File: src/lkmon_pkg.sv
// lkmon_pkg.sv: constants and types of the link enable and alarm monitor
package lkmon_pkg;
	localparam int LKMON_NUM_ALARMS = 5;
	// alarm flag positions
	localparam int ALM_PLL_UNLOCK = 0;
	localparam int ALM_LINK_DOWN = 1;
	localparam int ALM_REALIGN = 2;
	localparam int ALM_OSC_UPSET = 3;
	localparam int ALM_CLK_UPSET = 4;
	localparam logic [4:0] ALARM_FLAGS_RESET = 5'h00;
	localparam logic [4:0] ALARM_MASK_RESET = 5'h1F;
	// local multiframe clock period minus one, in device clock cycles
	localparam logic [4:0] LMFC_PERIOD_M1 = 5'h0F;
	// alignment sequence length in multiframes
	localparam logic [2:0] ILAS_MULTIFRAMES = 3'h4;
	localparam int OSC_ACC_W = 32;
	localparam logic [7:0] K28_5_CHAR = 8'hBC;
	// oscillator sync trigger choices
	localparam logic OSC_SYNC_BY_REF = 1'b0;
	localparam logic OSC_SYNC_BY_ILAS = 1'b1;
	typedef enum {LK_OFF, LK_CGS, LK_WAIT_LMFC, LK_ILAS, LK_DATA} lkmon_state_e;
endpackage

File: src/lkmon_upset_if.sv
// lkmon_upset_if.sv: channel comparison signals between monitor and detector
interface lkmon_upset_if;
	import lkmon_pkg::*;
	logic [OSC_ACC_W-1:0] acc_a;
	logic [OSC_ACC_W-1:0] acc_b;
	logic clk_phase_a;
	logic clk_phase_b;
	logic osc_valid;
	logic osc_mismatch;
	logic clk_mismatch;
	modport monitor (output acc_a, acc_b, clk_phase_a, clk_phase_b, osc_valid,
		input osc_mismatch, clk_mismatch);
	modport detector (input acc_a, acc_b, clk_phase_a, clk_phase_b, osc_valid,
		output osc_mismatch, clk_mismatch);
endinterface
File: src/lkmon_top.sv
// lkmon_top.sv: link enable gate, link start sequence and alarm monitor
// Summary of operation
// - link enable low holds the serial block in reset, serializers down, clocks gated.
// - host sets link enable after configuring; device then releases and runs the link.
// - subclass 0 needs no timing reference; multiframe clock free-runs, phase unknown.
// - receiver sync request starts group sync and alignment in subclass 0 too.
// - five alarm flags: pll unlock, link down, realign, osc upset, clock upset.
// - alarm flags are sticky and clear only on a host write of one.
// - summary alarm asserts only for flags not suppressed by their mask bit.
// - calibration pin shows the summary alarm when selected as alarm output.
// - oscillator accumulators compared every cycle; any mismatch sets osc upset flag.
// - channel B may select a different oscillator than channel A by its pins.
// - oscillator comparison counts only after sync by reference or alignment start.
// - channel clocks compared; one device clock cycle of difference sets clock upset flag.
// - clock upset flag may be set after global power-down exit; host clears it.
// - dual-channel mode: each channel samples at device rate on its own input.
// - input swap bit exchanges the analog inputs feeding the two channels in dual mode only.
// - while sync request is held, device sends continuous comma characters.
// - after sync release, wait next multiframe edge, then four alignment multiframes.
module lkmon_top
	import lkmon_pkg::*;
(
	// clock and reset
	input wire logic CLOCK,
	input wire logic RESETN,
	// link control
	input wire logic LINK_ENABLE_BIT,
	input wire logic SYNC_N,
	input wire logic SUBCLASS1,
	input wire logic TIMING_REF,
	input wire logic SERDES_PLL_LOCKED,
	input wire logic DUAL_MODE,
	input wire logic INPUT_SWAP,
	// oscillator control
	input wire logic OSC_SYNC_SEL,
	input wire logic [1:0] OSC_SELECT_PINS_A,
	input wire logic [1:0] OSC_SELECT_PINS_B,
	input wire logic [OSC_ACC_W-1:0] FREQ_WORD_CHAN_A,
	input wire logic [OSC_ACC_W-1:0] FREQ_WORD_CHAN_B,
	input wire logic [OSC_ACC_W-1:0] PHASE_WORD_CHAN_A,
	input wire logic [OSC_ACC_W-1:0] PHASE_WORD_CHAN_B,
	input wire logic CLK_PHASE_CHAN_A,
	input wire logic CLK_PHASE_CHAN_B,
	// alarm host access
	input wire logic [4:0] ALARM_CLEAR_WR,
	input wire logic ALARM_CLEAR_STB,
	input wire logic [4:0] ALARM_MASK,
	input wire logic CAL_PIN_ALARM_SEL,
	input wire logic CAL_DONE,
	// outputs
	output logic SERIAL_RESET_N,
	output logic SERIALIZER_PWR_ON,
	output logic SERIAL_CLK_EN,
	output logic [7:0] TX_CHAR,
	output logic TX_IS_K,
	output logic ILAS_ACTIVE,
	output logic LMFC_EDGE,
	output logic [4:0] ALARM_FLAG_SET,
	output logic ALARM_SUMMARY,
	output logic CAL_ALARM_PIN,
	output logic CHAN_A_FROM_INPUT_B,
	output logic CHAN_B_FROM_INPUT_A,
	output logic [1:0] OSC_SEL_A,
	output logic [1:0] OSC_SEL_B
);
	lkmon_state_e state_ff, nxt_state;
	logic en_ff;
	logic [4:0] lmfc_cnt_ff;
	logic [2:0] mf_cnt_ff;
	logic [4:0] flags_ff;
	logic [OSC_ACC_W-1:0] acc_a_ff, acc_b_ff;
	logic osc_synced_ff;
	logic ref_d_ff;
	logic summary_ff, cal_ff, lmfc_edge_ff;
	logic [7:0] char_ff;
	logic k_ff, ilas_ff, swap_a_ff, swap_b_ff;
	logic [1:0] sel_a_ff, sel_b_ff;

	lkmon_upset_if up ();

	// ----------------------------------------
	// link enable gate
	// ----------------------------------------
	// one register stage so all three gate outputs move together
	always_ff @(posedge CLOCK)
	begin
		if (!RESETN)
			en_ff <= 1'b0;
		else
			en_ff <= LINK_ENABLE_BIT;
	end
	assign SERIAL_RESET_N = en_ff;
	assign SERIALIZER_PWR_ON = en_ff;
	assign SERIAL_CLK_EN = en_ff;

	// ----------------------------------------
	// local multiframe clock
	// ----------------------------------------
	// reference edge realigns in subclass 1; subclass 0 just free-runs
	wire ref_rise = TIMING_REF && !ref_d_ff;
	wire realign = SUBCLASS1 && ref_rise && en_ff && (lmfc_cnt_ff != 5'h00);
	wire lmfc_wrap = (lmfc_cnt_ff == LMFC_PERIOD_M1);
	always_ff @(posedge CLOCK)
	begin
		if (!RESETN || !en_ff)
			lmfc_cnt_ff <= 5'h00;
		else if (SUBCLASS1 && ref_rise)
			lmfc_cnt_ff <= 5'h00;
		else if (lmfc_wrap)
			lmfc_cnt_ff <= 5'h00;
		else
			lmfc_cnt_ff <= lmfc_cnt_ff + 5'h01;
	end
	always_ff @(posedge CLOCK)
	begin
		if (!RESETN)
		begin
			ref_d_ff <= 1'b0;
			lmfc_edge_ff <= 1'b0;
		end
		else
		begin
			ref_d_ff <= TIMING_REF;
			lmfc_edge_ff <= en_ff && lmfc_wrap;
		end
	end
	assign LMFC_EDGE = lmfc_edge_ff;

	// ----------------------------------------
	// link start sequence
	// ----------------------------------------
	// sync handling is identical in both subclasses
	always_comb
	begin
		nxt_state = state_ff;
		case (state_ff)
			LK_OFF: if (en_ff) nxt_state = LK_CGS;
			LK_CGS: if (SYNC_N) nxt_state = LK_WAIT_LMFC;
			LK_WAIT_LMFC: if (!SYNC_N) nxt_state = LK_CGS;
				else if (lmfc_wrap) nxt_state = LK_ILAS;
			LK_ILAS: if (!SYNC_N) nxt_state = LK_CGS;
				else if (lmfc_wrap && mf_cnt_ff == ILAS_MULTIFRAMES - 3'h1)
					nxt_state = LK_DATA;
			LK_DATA: if (!SYNC_N) nxt_state = LK_CGS;
			default: nxt_state = LK_OFF;
		endcase
		if (!en_ff)
			nxt_state = LK_OFF;
	end
	always_ff @(posedge CLOCK)
	begin
		if (!RESETN)
			state_ff <= LK_OFF;
		else
			state_ff <= nxt_state;
	end
	// multiframes sent so far in the alignment sequence
	always_ff @(posedge CLOCK)
	begin
		if (!RESETN || state_ff != LK_ILAS)
			mf_cnt_ff <= 3'h0;
		else if (lmfc_wrap)
			mf_cnt_ff <= mf_cnt_ff + 3'h1;
	end
	// character stream: commas during group sync and the multiframe wait, otherwise 8'h00 with the K flag low
	wire send_comma = (nxt_state == LK_CGS) || (nxt_state == LK_WAIT_LMFC);
	always_ff @(posedge CLOCK)
	begin
		if (!RESETN)
		begin
			char_ff <= 8'h00;
			k_ff <= 1'b0;
			ilas_ff <= 1'b0;
		end
		else
		begin
			char_ff <= send_comma ? K28_5_CHAR : 8'h00;
			k_ff <= send_comma;
			ilas_ff <= (nxt_state == LK_ILAS);
		end
	end
	assign TX_CHAR = char_ff;
	assign TX_IS_K = k_ff;
	assign ILAS_ACTIVE = ilas_ff;

	// ----------------------------------------
	// channel routing and oscillators
	// ----------------------------------------
	// swap only meaningful in dual mode; single mode forces both swap outputs low
	always_ff @(posedge CLOCK)
	begin
		if (!RESETN)
		begin
			swap_a_ff <= 1'b0;
			swap_b_ff <= 1'b0;
			sel_a_ff <= 2'h0;
			sel_b_ff <= 2'h0;
		end
		else
		begin
			swap_a_ff <= DUAL_MODE && INPUT_SWAP;
			swap_b_ff <= DUAL_MODE && INPUT_SWAP;
			sel_a_ff <= OSC_SELECT_PINS_A;
			sel_b_ff <= OSC_SELECT_PINS_B;
		end
	end
	assign CHAN_A_FROM_INPUT_B = swap_a_ff;
	assign CHAN_B_FROM_INPUT_A = swap_b_ff;
	assign OSC_SEL_A = sel_a_ff;
	assign OSC_SEL_B = sel_b_ff;

	// sync trigger chosen by setting: reference edge or alignment start
	wire ilas_start = (state_ff == LK_WAIT_LMFC) && (nxt_state == LK_ILAS);
	wire osc_sync = (OSC_SYNC_SEL == OSC_SYNC_BY_ILAS) ? ilas_start : ref_rise;
	// accumulators load phase on sync; index choice is upstream of the word ports
	always_ff @(posedge CLOCK)
	begin
		if (!RESETN || !en_ff)
		begin
			acc_a_ff <= '0;
			acc_b_ff <= '0;
			osc_synced_ff <= 1'b0;
		end
		else if (osc_sync)
		begin
			acc_a_ff <= PHASE_WORD_CHAN_A;
			acc_b_ff <= PHASE_WORD_CHAN_B;
			osc_synced_ff <= 1'b1;
		end
		else
		begin
			acc_a_ff <= acc_a_ff + FREQ_WORD_CHAN_A;
			acc_b_ff <= acc_b_ff + FREQ_WORD_CHAN_B;
		end
	end
	assign up.acc_a = acc_a_ff;
	assign up.acc_b = acc_b_ff;
	assign up.osc_valid = osc_synced_ff;
	assign up.clk_phase_a = CLK_PHASE_CHAN_A;
	assign up.clk_phase_b = CLK_PHASE_CHAN_B;

	lkmon_upset_det lkmon_upset_det_i (
		.clk(CLOCK),
		.rst_n(RESETN),
		.up(up)
	);

	// ----------------------------------------
	// alarm flags
	// ----------------------------------------
	wire [4:0] alarm_cause = {up.clk_mismatch, up.osc_mismatch, realign,
		en_ff && state_ff != LK_DATA, en_ff && !SERDES_PLL_LOCKED};
	wire [4:0] clear_req = ALARM_CLEAR_STB ? ALARM_CLEAR_WR : 5'h00;
	// a cause in the clearing cycle wins so no event is lost
	wire [4:0] nxt_flags = (flags_ff & ~clear_req) | alarm_cause;
	wire nxt_summary = |(nxt_flags & ~ALARM_MASK);
	always_ff @(posedge CLOCK)
	begin
		if (!RESETN)
		begin
			flags_ff <= ALARM_FLAGS_RESET;
			summary_ff <= 1'b0;
			cal_ff <= 1'b0;
		end
		else
		begin
			flags_ff <= nxt_flags;
			summary_ff <= nxt_summary;
			cal_ff <= CAL_PIN_ALARM_SEL ? nxt_summary : CAL_DONE;
		end
	end
	assign ALARM_FLAG_SET = flags_ff;
	assign ALARM_SUMMARY = summary_ff;
	assign CAL_ALARM_PIN = cal_ff;

	// ----------------------------------------
	// checks
	// ----------------------------------------
	property p_gate;
		@(posedge CLOCK) disable iff (!RESETN)
		!LINK_ENABLE_BIT |=> !SERIAL_RESET_N && !SERIALIZER_PWR_ON && !SERIAL_CLK_EN;
	endproperty
	a_gate: assert property (p_gate) else $error("link block not held off");
	property p_release;
		@(posedge CLOCK) disable iff (!RESETN)
		LINK_ENABLE_BIT [*2] |-> SERIAL_RESET_N;
	endproperty
	a_release: assert property (p_release) else $error("link block not released");
	property p_sticky;
		@(posedge CLOCK) disable iff (!RESETN)
		(flags_ff[ALM_OSC_UPSET] && !(ALARM_CLEAR_STB && ALARM_CLEAR_WR[ALM_OSC_UPSET]))
			|=> flags_ff[ALM_OSC_UPSET];
	endproperty
	a_sticky: assert property (p_sticky) else $error("alarm flag dropped");
	property p_summary;
		@(posedge CLOCK) disable iff (!RESETN)
		ALARM_SUMMARY == |(ALARM_FLAG_SET & ~$past(ALARM_MASK));
	endproperty
	a_summary: assert property (p_summary) else $error("summary alarm wrong");
	property p_cal;
		@(posedge CLOCK) disable iff (!RESETN)
		(CAL_PIN_ALARM_SEL && nxt_summary) |=> CAL_ALARM_PIN;
	endproperty
	a_cal: assert property (p_cal) else $error("cal pin missed alarm");
	property p_clk_upset;
		@(posedge CLOCK) disable iff (!RESETN)
		(CLK_PHASE_CHAN_A != CLK_PHASE_CHAN_B) |-> ##2 flags_ff[ALM_CLK_UPSET];
	endproperty
	a_clk_upset: assert property (p_clk_upset) else $error("clock upset missed");
	property p_comma;
		@(posedge CLOCK) disable iff (!RESETN)
		(state_ff == LK_CGS && !SYNC_N && en_ff) |=> TX_IS_K && TX_CHAR == K28_5_CHAR;
	endproperty
	a_comma: assert property (p_comma) else $error("no comma during sync");
	property p_wait_edge;
		@(posedge CLOCK) disable iff (!RESETN)
		$rose(ILAS_ACTIVE) |-> LMFC_EDGE;
	endproperty
	a_wait_edge: assert property (p_wait_edge) else $error("alignment off edge");
	property p_zero_wr;
		@(posedge CLOCK) disable iff (!RESETN)
		(ALARM_CLEAR_STB && ALARM_CLEAR_WR == 5'h00) |=> (flags_ff & $past(flags_ff)) == $past(flags_ff);
	endproperty
	a_zero_wr: assert property (p_zero_wr) else $error("zero write cleared flag");
endmodule

File: src/lkmon_upset_det.sv
// lkmon_upset_det.sv: channel A against channel B upset comparators
module lkmon_upset_det
	import lkmon_pkg::*;
(
	// clock and reset
	input wire logic clk,
	input wire logic rst_n,
	// comparison signals
	lkmon_upset_if.detector up
);
	logic osc_mm_ff;
	logic clk_mm_ff;
	wire osc_diff = up.acc_a != up.acc_b;
	wire clk_diff = up.clk_phase_a != up.clk_phase_b;
	// registered compare; one differing cycle is enough to report
	always_ff @(posedge clk)
	begin
		if (!rst_n)
		begin
			osc_mm_ff <= 1'b0;
			clk_mm_ff <= 1'b0;
		end
		else
		begin
			osc_mm_ff <= up.osc_valid && osc_diff;
			clk_mm_ff <= clk_diff;
		end
	end
	assign up.osc_mismatch = osc_mm_ff;
	assign up.clk_mismatch = clk_mm_ff;
	property p_osc_cmp;
		@(posedge clk) disable iff (!rst_n)
		(up.osc_valid && osc_diff) |=> up.osc_mismatch;
	endproperty
	a_osc_cmp: assert property (p_osc_cmp) else $error("osc mismatch not reported");
	property p_osc_gate;
		@(posedge clk) disable iff (!rst_n)
		!up.osc_valid |=> !up.osc_mismatch;
	endproperty
	a_osc_gate: assert property (p_osc_gate) else $error("osc compare before sync");
endmodule

File: config.mk
export PLATFORM = sky130hd
export DESIGN_NAME = lkmon_top
export DESIGN_NICKNAME = d
export VERILOG_FILES = /design/src/lkmon_pkg.sv /design/src/lkmon_upset_if.sv /design/src/lkmon_top.sv /design/src/lkmon_upset_det.sv
export SDC_FILE = /design/constraint.sdc
export NUM_CORES = 1
export LEC_CHECK = 0
export ABC_CLOCK_PERIOD_IN_PS = 3500
export BUFFER_PORTS_ARGS = -buffer_cell sky130_fd_sc_hd__buf_4
export CORE_MARGIN = 2
export CORE_UTILIZATION = 45
export CTS_BUF_LIST = sky130_fd_sc_hd__clkbuf_4 sky130_fd_sc_hd__clkbuf_8 sky130_fd_sc_hd__clkbuf_16
export DETAILED_ROUTE_END_ITERATION = 12
export PLACE_DENSITY = 0.69
export SLEW_MARGIN = 40
export SYNTH_ARGS = -nofsm -noshare
export SYNTH_HDL_FRONTEND = slang
export SYNTH_HIERARCHICAL = 1
export SYNTH_SLANG_ARGS = --single-unit
export TNS_END_PERCENT = 30
File: constraint.sdc
create_clock -name CLOCK -period 3.5 [get_ports CLOCK]
set_clock_uncertainty 0.2 [all_clocks]
set_input_delay 0.7 -clock CLOCK [delete_from_list [all_inputs] [get_ports CLOCK]]
set_output_delay 0.7 -clock CLOCK [all_outputs]
set_load 0.1 [all_outputs]
==> tab_implementation.tex <==
\begin{tabular}{lr}
\hline
Metric & Value \\
\hline
\multicolumn{2}{l}{\textbf{Setup path}} \\
\quad Arrival time of the worst setup path & 3190 ps \\
\quad Max Fanout on Critical Path & 15 \\
\quad Cell Chain, Critical Path & ha\_1 -> and3\_1 -> ha\_1 -> and2\_1 -> o22a\_1 -> o22a\_2 -> nand4b\_4 -> and2\_2 -> nand2\_1 -> o21ai\_0 \\
\quad WP data required & 3600 ps \\
\quad Sort of element at the end of the critical path & register \\
\quad Crit-path slowest cell & sky130\_fd\_sc\_hd\_\_nand2\_1 \\
\quad Delay of the slowest cell on the worst path & 390 ps \\
\quad Type of the worst setup path & register to register \\
\quad Cell type with the highest occurrence count on the critical path & sky130\_fd\_sc\_hd\_\_ha\_1 \\
\quad Category of the worst setup path launch point & register \\
\multicolumn{2}{l}{\textbf{Finish}} \\
\quad N\_diodes & 0 \\
\quad Fillcell total & 1529 \\
\quad Final standard cell count with taps included and fillers excluded & 1376 \\
\quad \# nets final & 1370 \\
\quad Combined flip-flop and latch cell area & 2480 µm² \\
\quad Area growth, synth to finish & 28.8\% \\
\quad Total non-filler cell area in the finished layout & 9970 µm² \\
\quad Area of combinational cells with multiple inputs & 5050 µm² \\
\quad Share of post-route cells with drive strength above 1 & 21.2\% \\
\multicolumn{2}{l}{\textbf{Drt}} \\
\quad Number of iterations in the first detailed-routing pass & 5 \\
\quad Total vias in the final route & 7389 \\
\quad Post-DRT Antenna Nets & 0 \\
\quad Final Routed Wirelength & 22500 µm \\
\quad Drc violations & 0 \\
\quad Via-per-instance ratio & 5.37 \\
\quad Starting DRC count in detailed routing & 600 \\
\quad Routed WL per cell & 16.4 µm \\
\multicolumn{2}{l}{\textbf{GRT}} \\
\quad Number of global-route vias before repair & 6962 \\
\quad Wire length of the first global-routing pass & 35300 µm \\
\quad Tot GR Track Use & 25.0\% \\
\quad Pin count of the biggest net entering global routing & 60 \\
\quad Number of antenna violations at the first check in global routing & 0 \\
\quad Congestion Overflow GR & 0 \\
\multicolumn{2}{l}{\textbf{Timing}} \\
\quad Relative slew margins & 63.8\% \\
\quad Aggregate negative setup slack & 0 ps \\
\quad Final period demand of the worst path & 3090 ps \\
\quad Least-Margin Pin Slew & 542 ps \\
\quad Slew Limit Fails & 0 \\
\quad Final Cycle Share & 88.2\% \\
\quad Unrepaired setup endpoints after global routing & false \\
\quad Final number of hold-violating endpoints & 0 \\
\quad Setup violations, final & 0 \\
\quad Maximum clock frequency & 324 MHz \\
\multicolumn{2}{l}{\textbf{Pwr}} \\
\quad Pleak & 4.54 nW \\
\quad Peak ir drop on the vdd network & 0.000360 V \\
\quad Total power per unit cell area & 410 nW/µm² \\
\multicolumn{2}{l}{\textbf{Clock tree}} \\
\quad Number of levels in the clock H-tree & 4 \\
\quad Clock root buffer master & sky130\_fd\_sc\_hd\_\_clkbuf\_16 \\
\quad Count of buffers added by post-CTS timing repair for setup & 0 \\
\quad Skew-Pair Late Insertion Delay & 430 ps \\
\quad Clock sinks & 124 \\
\quad TritonCTS clock tree & built \\
\quad PostCTS Resize Cnt & 0 \\
\quad Number of CTS-inserted buffers & 17 \\
\quad Hold buffer count at cts & 0 \\
\quad Number of buffers on the longest clock path & 2 \\
\quad Worst-path clk slew & 70 ps \\
\multicolumn{2}{l}{\textbf{Yosys}} \\
\quad Sequential fraction of the synthesis area & 32.1\% \\
\quad Number of distinct library cell variants in the gate-level netlist after synthesis & 78 \\
\quad Share of flip-flops with an asynchronous set or reset after synthesis & 0\% \\
\quad Number of instances in the synthesized netlist & 944 \\
\quad Cell Area, Synth & 7740 µm² \\
\quad Yosys Warn Count & 6 \\
\quad Register bit total from synthesis & 124 \\
\quad Top flip-flop cell by instance count after synthesis & sky130\_fd\_sc\_hd\_\_dfxtp\_1 \\
\quad Number of flops mapped to enable cells by yosys & 0 \\
\quad Mean post-synth cell area & 8.20 µm² \\
\multicolumn{2}{l}{\textbf{Die}} \\
\quad Number of top-level pins & 184 \\
\quad Floorplan die width & 135 µm \\
\quad Core Footprint & 16700 µm² \\
\quad Die footprint & 18300 µm² \\
\quad Row count & 47 \\
\quad Effective utilization at floorplan & 46.3\% \\
\quad Die H & 135 µm \\
\multicolumn{2}{l}{\textbf{Placement}} \\
\quad Instance area after placement & 9370 µm² \\
\quad Gp weighted congestion & 0.948 \\
\quad Port bufs & 180 \\
\quad Detailed Place HPWL & 17600 µm \\
\quad Placed insts & 1344 \\
\multicolumn{2}{l}{\textbf{Run}} \\
\quad Max-cap check violation count & 0 \\
\multicolumn{2}{l}{\textbf{Outcome}} \\
\quad Status & completed \\
\multicolumn{2}{l}{\textbf{Hold path}} \\
\quad Hold crit path type & register to register \\
\hline
\end{tabular}
[power by group]
group	internal, mW	switching (mW)
registers	1.47	0.0410
clock network	1.02	0.775
logic	0.350	0.436
total	2.83	1.25
[flip-flops by register name (all words and copies together) (netlist names)]
name                               flops
state_ff                              32
acc_a_ff                              32
CHAN_B_FROM_INPUT_A                    1
LMFC_EDGE                              1
SERIALIZER_PWR_ON                      1
ILAS_ACTIVE                            1
osc_synced_ff                          1
lmfc_cnt_ff                            5
OSC_SEL_B                              2
ref_d_ff                               1
CAL_ALARM_PIN                          1
lkmon_upset_det_i/up.osc_mismatch      1
mf_cnt_ff                              3
ALARM_SUMMARY                          1
ALARM_FLAG_SET                         5
lkmon_upset_det_i/up.clk_mismatch      1
TX_CHAR                                1
acc_b_ff                              32
OSC_SEL_A                              2
[per-stage QoR]
step	power, mW	hold WS, ps	worst slack (ps)	utilization, %
2_1_floorplan	2.04	212	499	-
3_3_place_gp	2.31	244	235	56.1
3_5_place_dp	2.31	254	212	56.1
4_1_cts	4.11	260	429	59.7
5_1_grt	4.26	264	253	59.7
6_report	4.09	267	414	59.7
[cell families (layout without fill, tap and decap cells)]
| group | count (synthesis) | after routing | synth area share [%] |
|---|---|---|---|
| DFF | 124 | 124 | 32.1 |
| other | 1 | 32 | 0.0485 |
| AOI/OAI and AO/OA | 257 | 257 | 21.3 |
| and+or+nand+nor | 351 | 351 | 22.5 |
| adders and majority gates | 70 | 70 | 11.5 |
| buffers and inverters | 68 | 249 | 4.28 |
| muxes | 2 | 2 | 0.259 |
| xor gates and xnor gates | 71 | 71 | 8.04 |
[final cells by class]
type                            count  area share (%)
Multi-Input combinational cell    783            50.7
Timing Repair Buffer              193            14.8
Clock buffer                       17            4.27
Clock inverter                     15            1.73
Tap cell                          220            2.76
Sequential cell                   124            24.9
Inverter                           24           0.904
[layout by cell type (no fill, tap or decap), types with 12 or more instances in the layout]
cell / n
sky130_fd_sc_hd__inv_1: 24
sky130_fd_sc_hd__clkbuf_16: 17
sky130_fd_sc_hd__xnor2_1: 59
sky130_fd_sc_hd__nor4_1: 12
sky130_fd_sc_hd__nor3_1: 29
sky130_fd_sc_hd__and2_1: 16
sky130_fd_sc_hd__xor2_1: 12
sky130_fd_sc_hd__a21o_1: 18
sky130_fd_sc_hd__nor2_1: 69
sky130_fd_sc_hd__a21oi_1: 94
sky130_fd_sc_hd__nand2_1: 102
sky130_fd_sc_hd__nand4_1: 14
sky130_fd_sc_hd__or3_1: 12
sky130_fd_sc_hd__conb_1: 32
sky130_fd_sc_hd__nand3_1: 40
sky130_fd_sc_hd__o21ai_0: 37
sky130_fd_sc_hd__dfxtp_1: 124
sky130_fd_sc_hd__buf_4: 191
sky130_fd_sc_hd__a31oi_1: 14
sky130_fd_sc_hd__ha_1: 68
[per-layer routing]
layer | track usage, % | vias to the layer above | routed length, µm
li1 | - | 3766 | -
met1 | 33.8 | 3368 | 10100
met2 | 39.5 | 227 | 10300
met3 | 6.62 | 28 | 1690
met4 | 6.94 | 0 | 380
met5 | 0 | - | 0
[worst max-delay path, delay by kind of cell, from the launching register on]
family | cells | cell delay (ps)
AOI/OAI and AO/OA | 3 | 610
adders and majority gates | 2 | 480
DFF | 1 | 340
and+or+nand+nor | 5 | 1300
[Yosys cell counts, types with 16 or more instances]
cell	instances	share of area, %
sky130_fd_sc_hd__xnor2_1	59	6.7
sky130_fd_sc_hd__nor3_1	29	1.9
sky130_fd_sc_hd__a21oi_1	94	6.1
sky130_fd_sc_hd__o21ai_0	37	2.4
sky130_fd_sc_hd__clkbuf_1	17	0.82
sky130_fd_sc_hd__inv_1	24	1.2
sky130_fd_sc_hd__nor2_1	69	3.3
sky130_fd_sc_hd__a21o_1	18	1.7
sky130_fd_sc_hd__ha_1	68	11
sky130_fd_sc_hd__nand2_1	103	5.0
sky130_fd_sc_hd__nand3_1	40	2.6
sky130_fd_sc_hd__and2_1	16	1.3
sky130_fd_sc_hd__dfxtp_1	124	32
[final timing paths]
| path | startpoint | endpoint | slack (ps) | depth (start not counted) |
|---|---|---|---|---|
| setup / recovery | lmfc_cnt_ff[0]$_SDFF_PP0_ | acc_b_ff[17]$_SDFF_PP0_ | 410 | 10 |
| hold / removal | lmfc_cnt_ff[0]$_SDFF_PP0_ | lmfc_cnt_ff[0]$_SDFF_PP0_ | 270 | 1 |
| setup reg to reg | lmfc_cnt_ff[0]$_SDFF_PP0_ | acc_b_ff[17]$_SDFF_PP0_ | 410 | 10 |
| hold reg to reg | lmfc_cnt_ff[0]$_SDFF_PP0_ | lmfc_cnt_ff[0]$_SDFF_PP0_ | 270 | 1 |
Power figures use the tool's default switching activity.
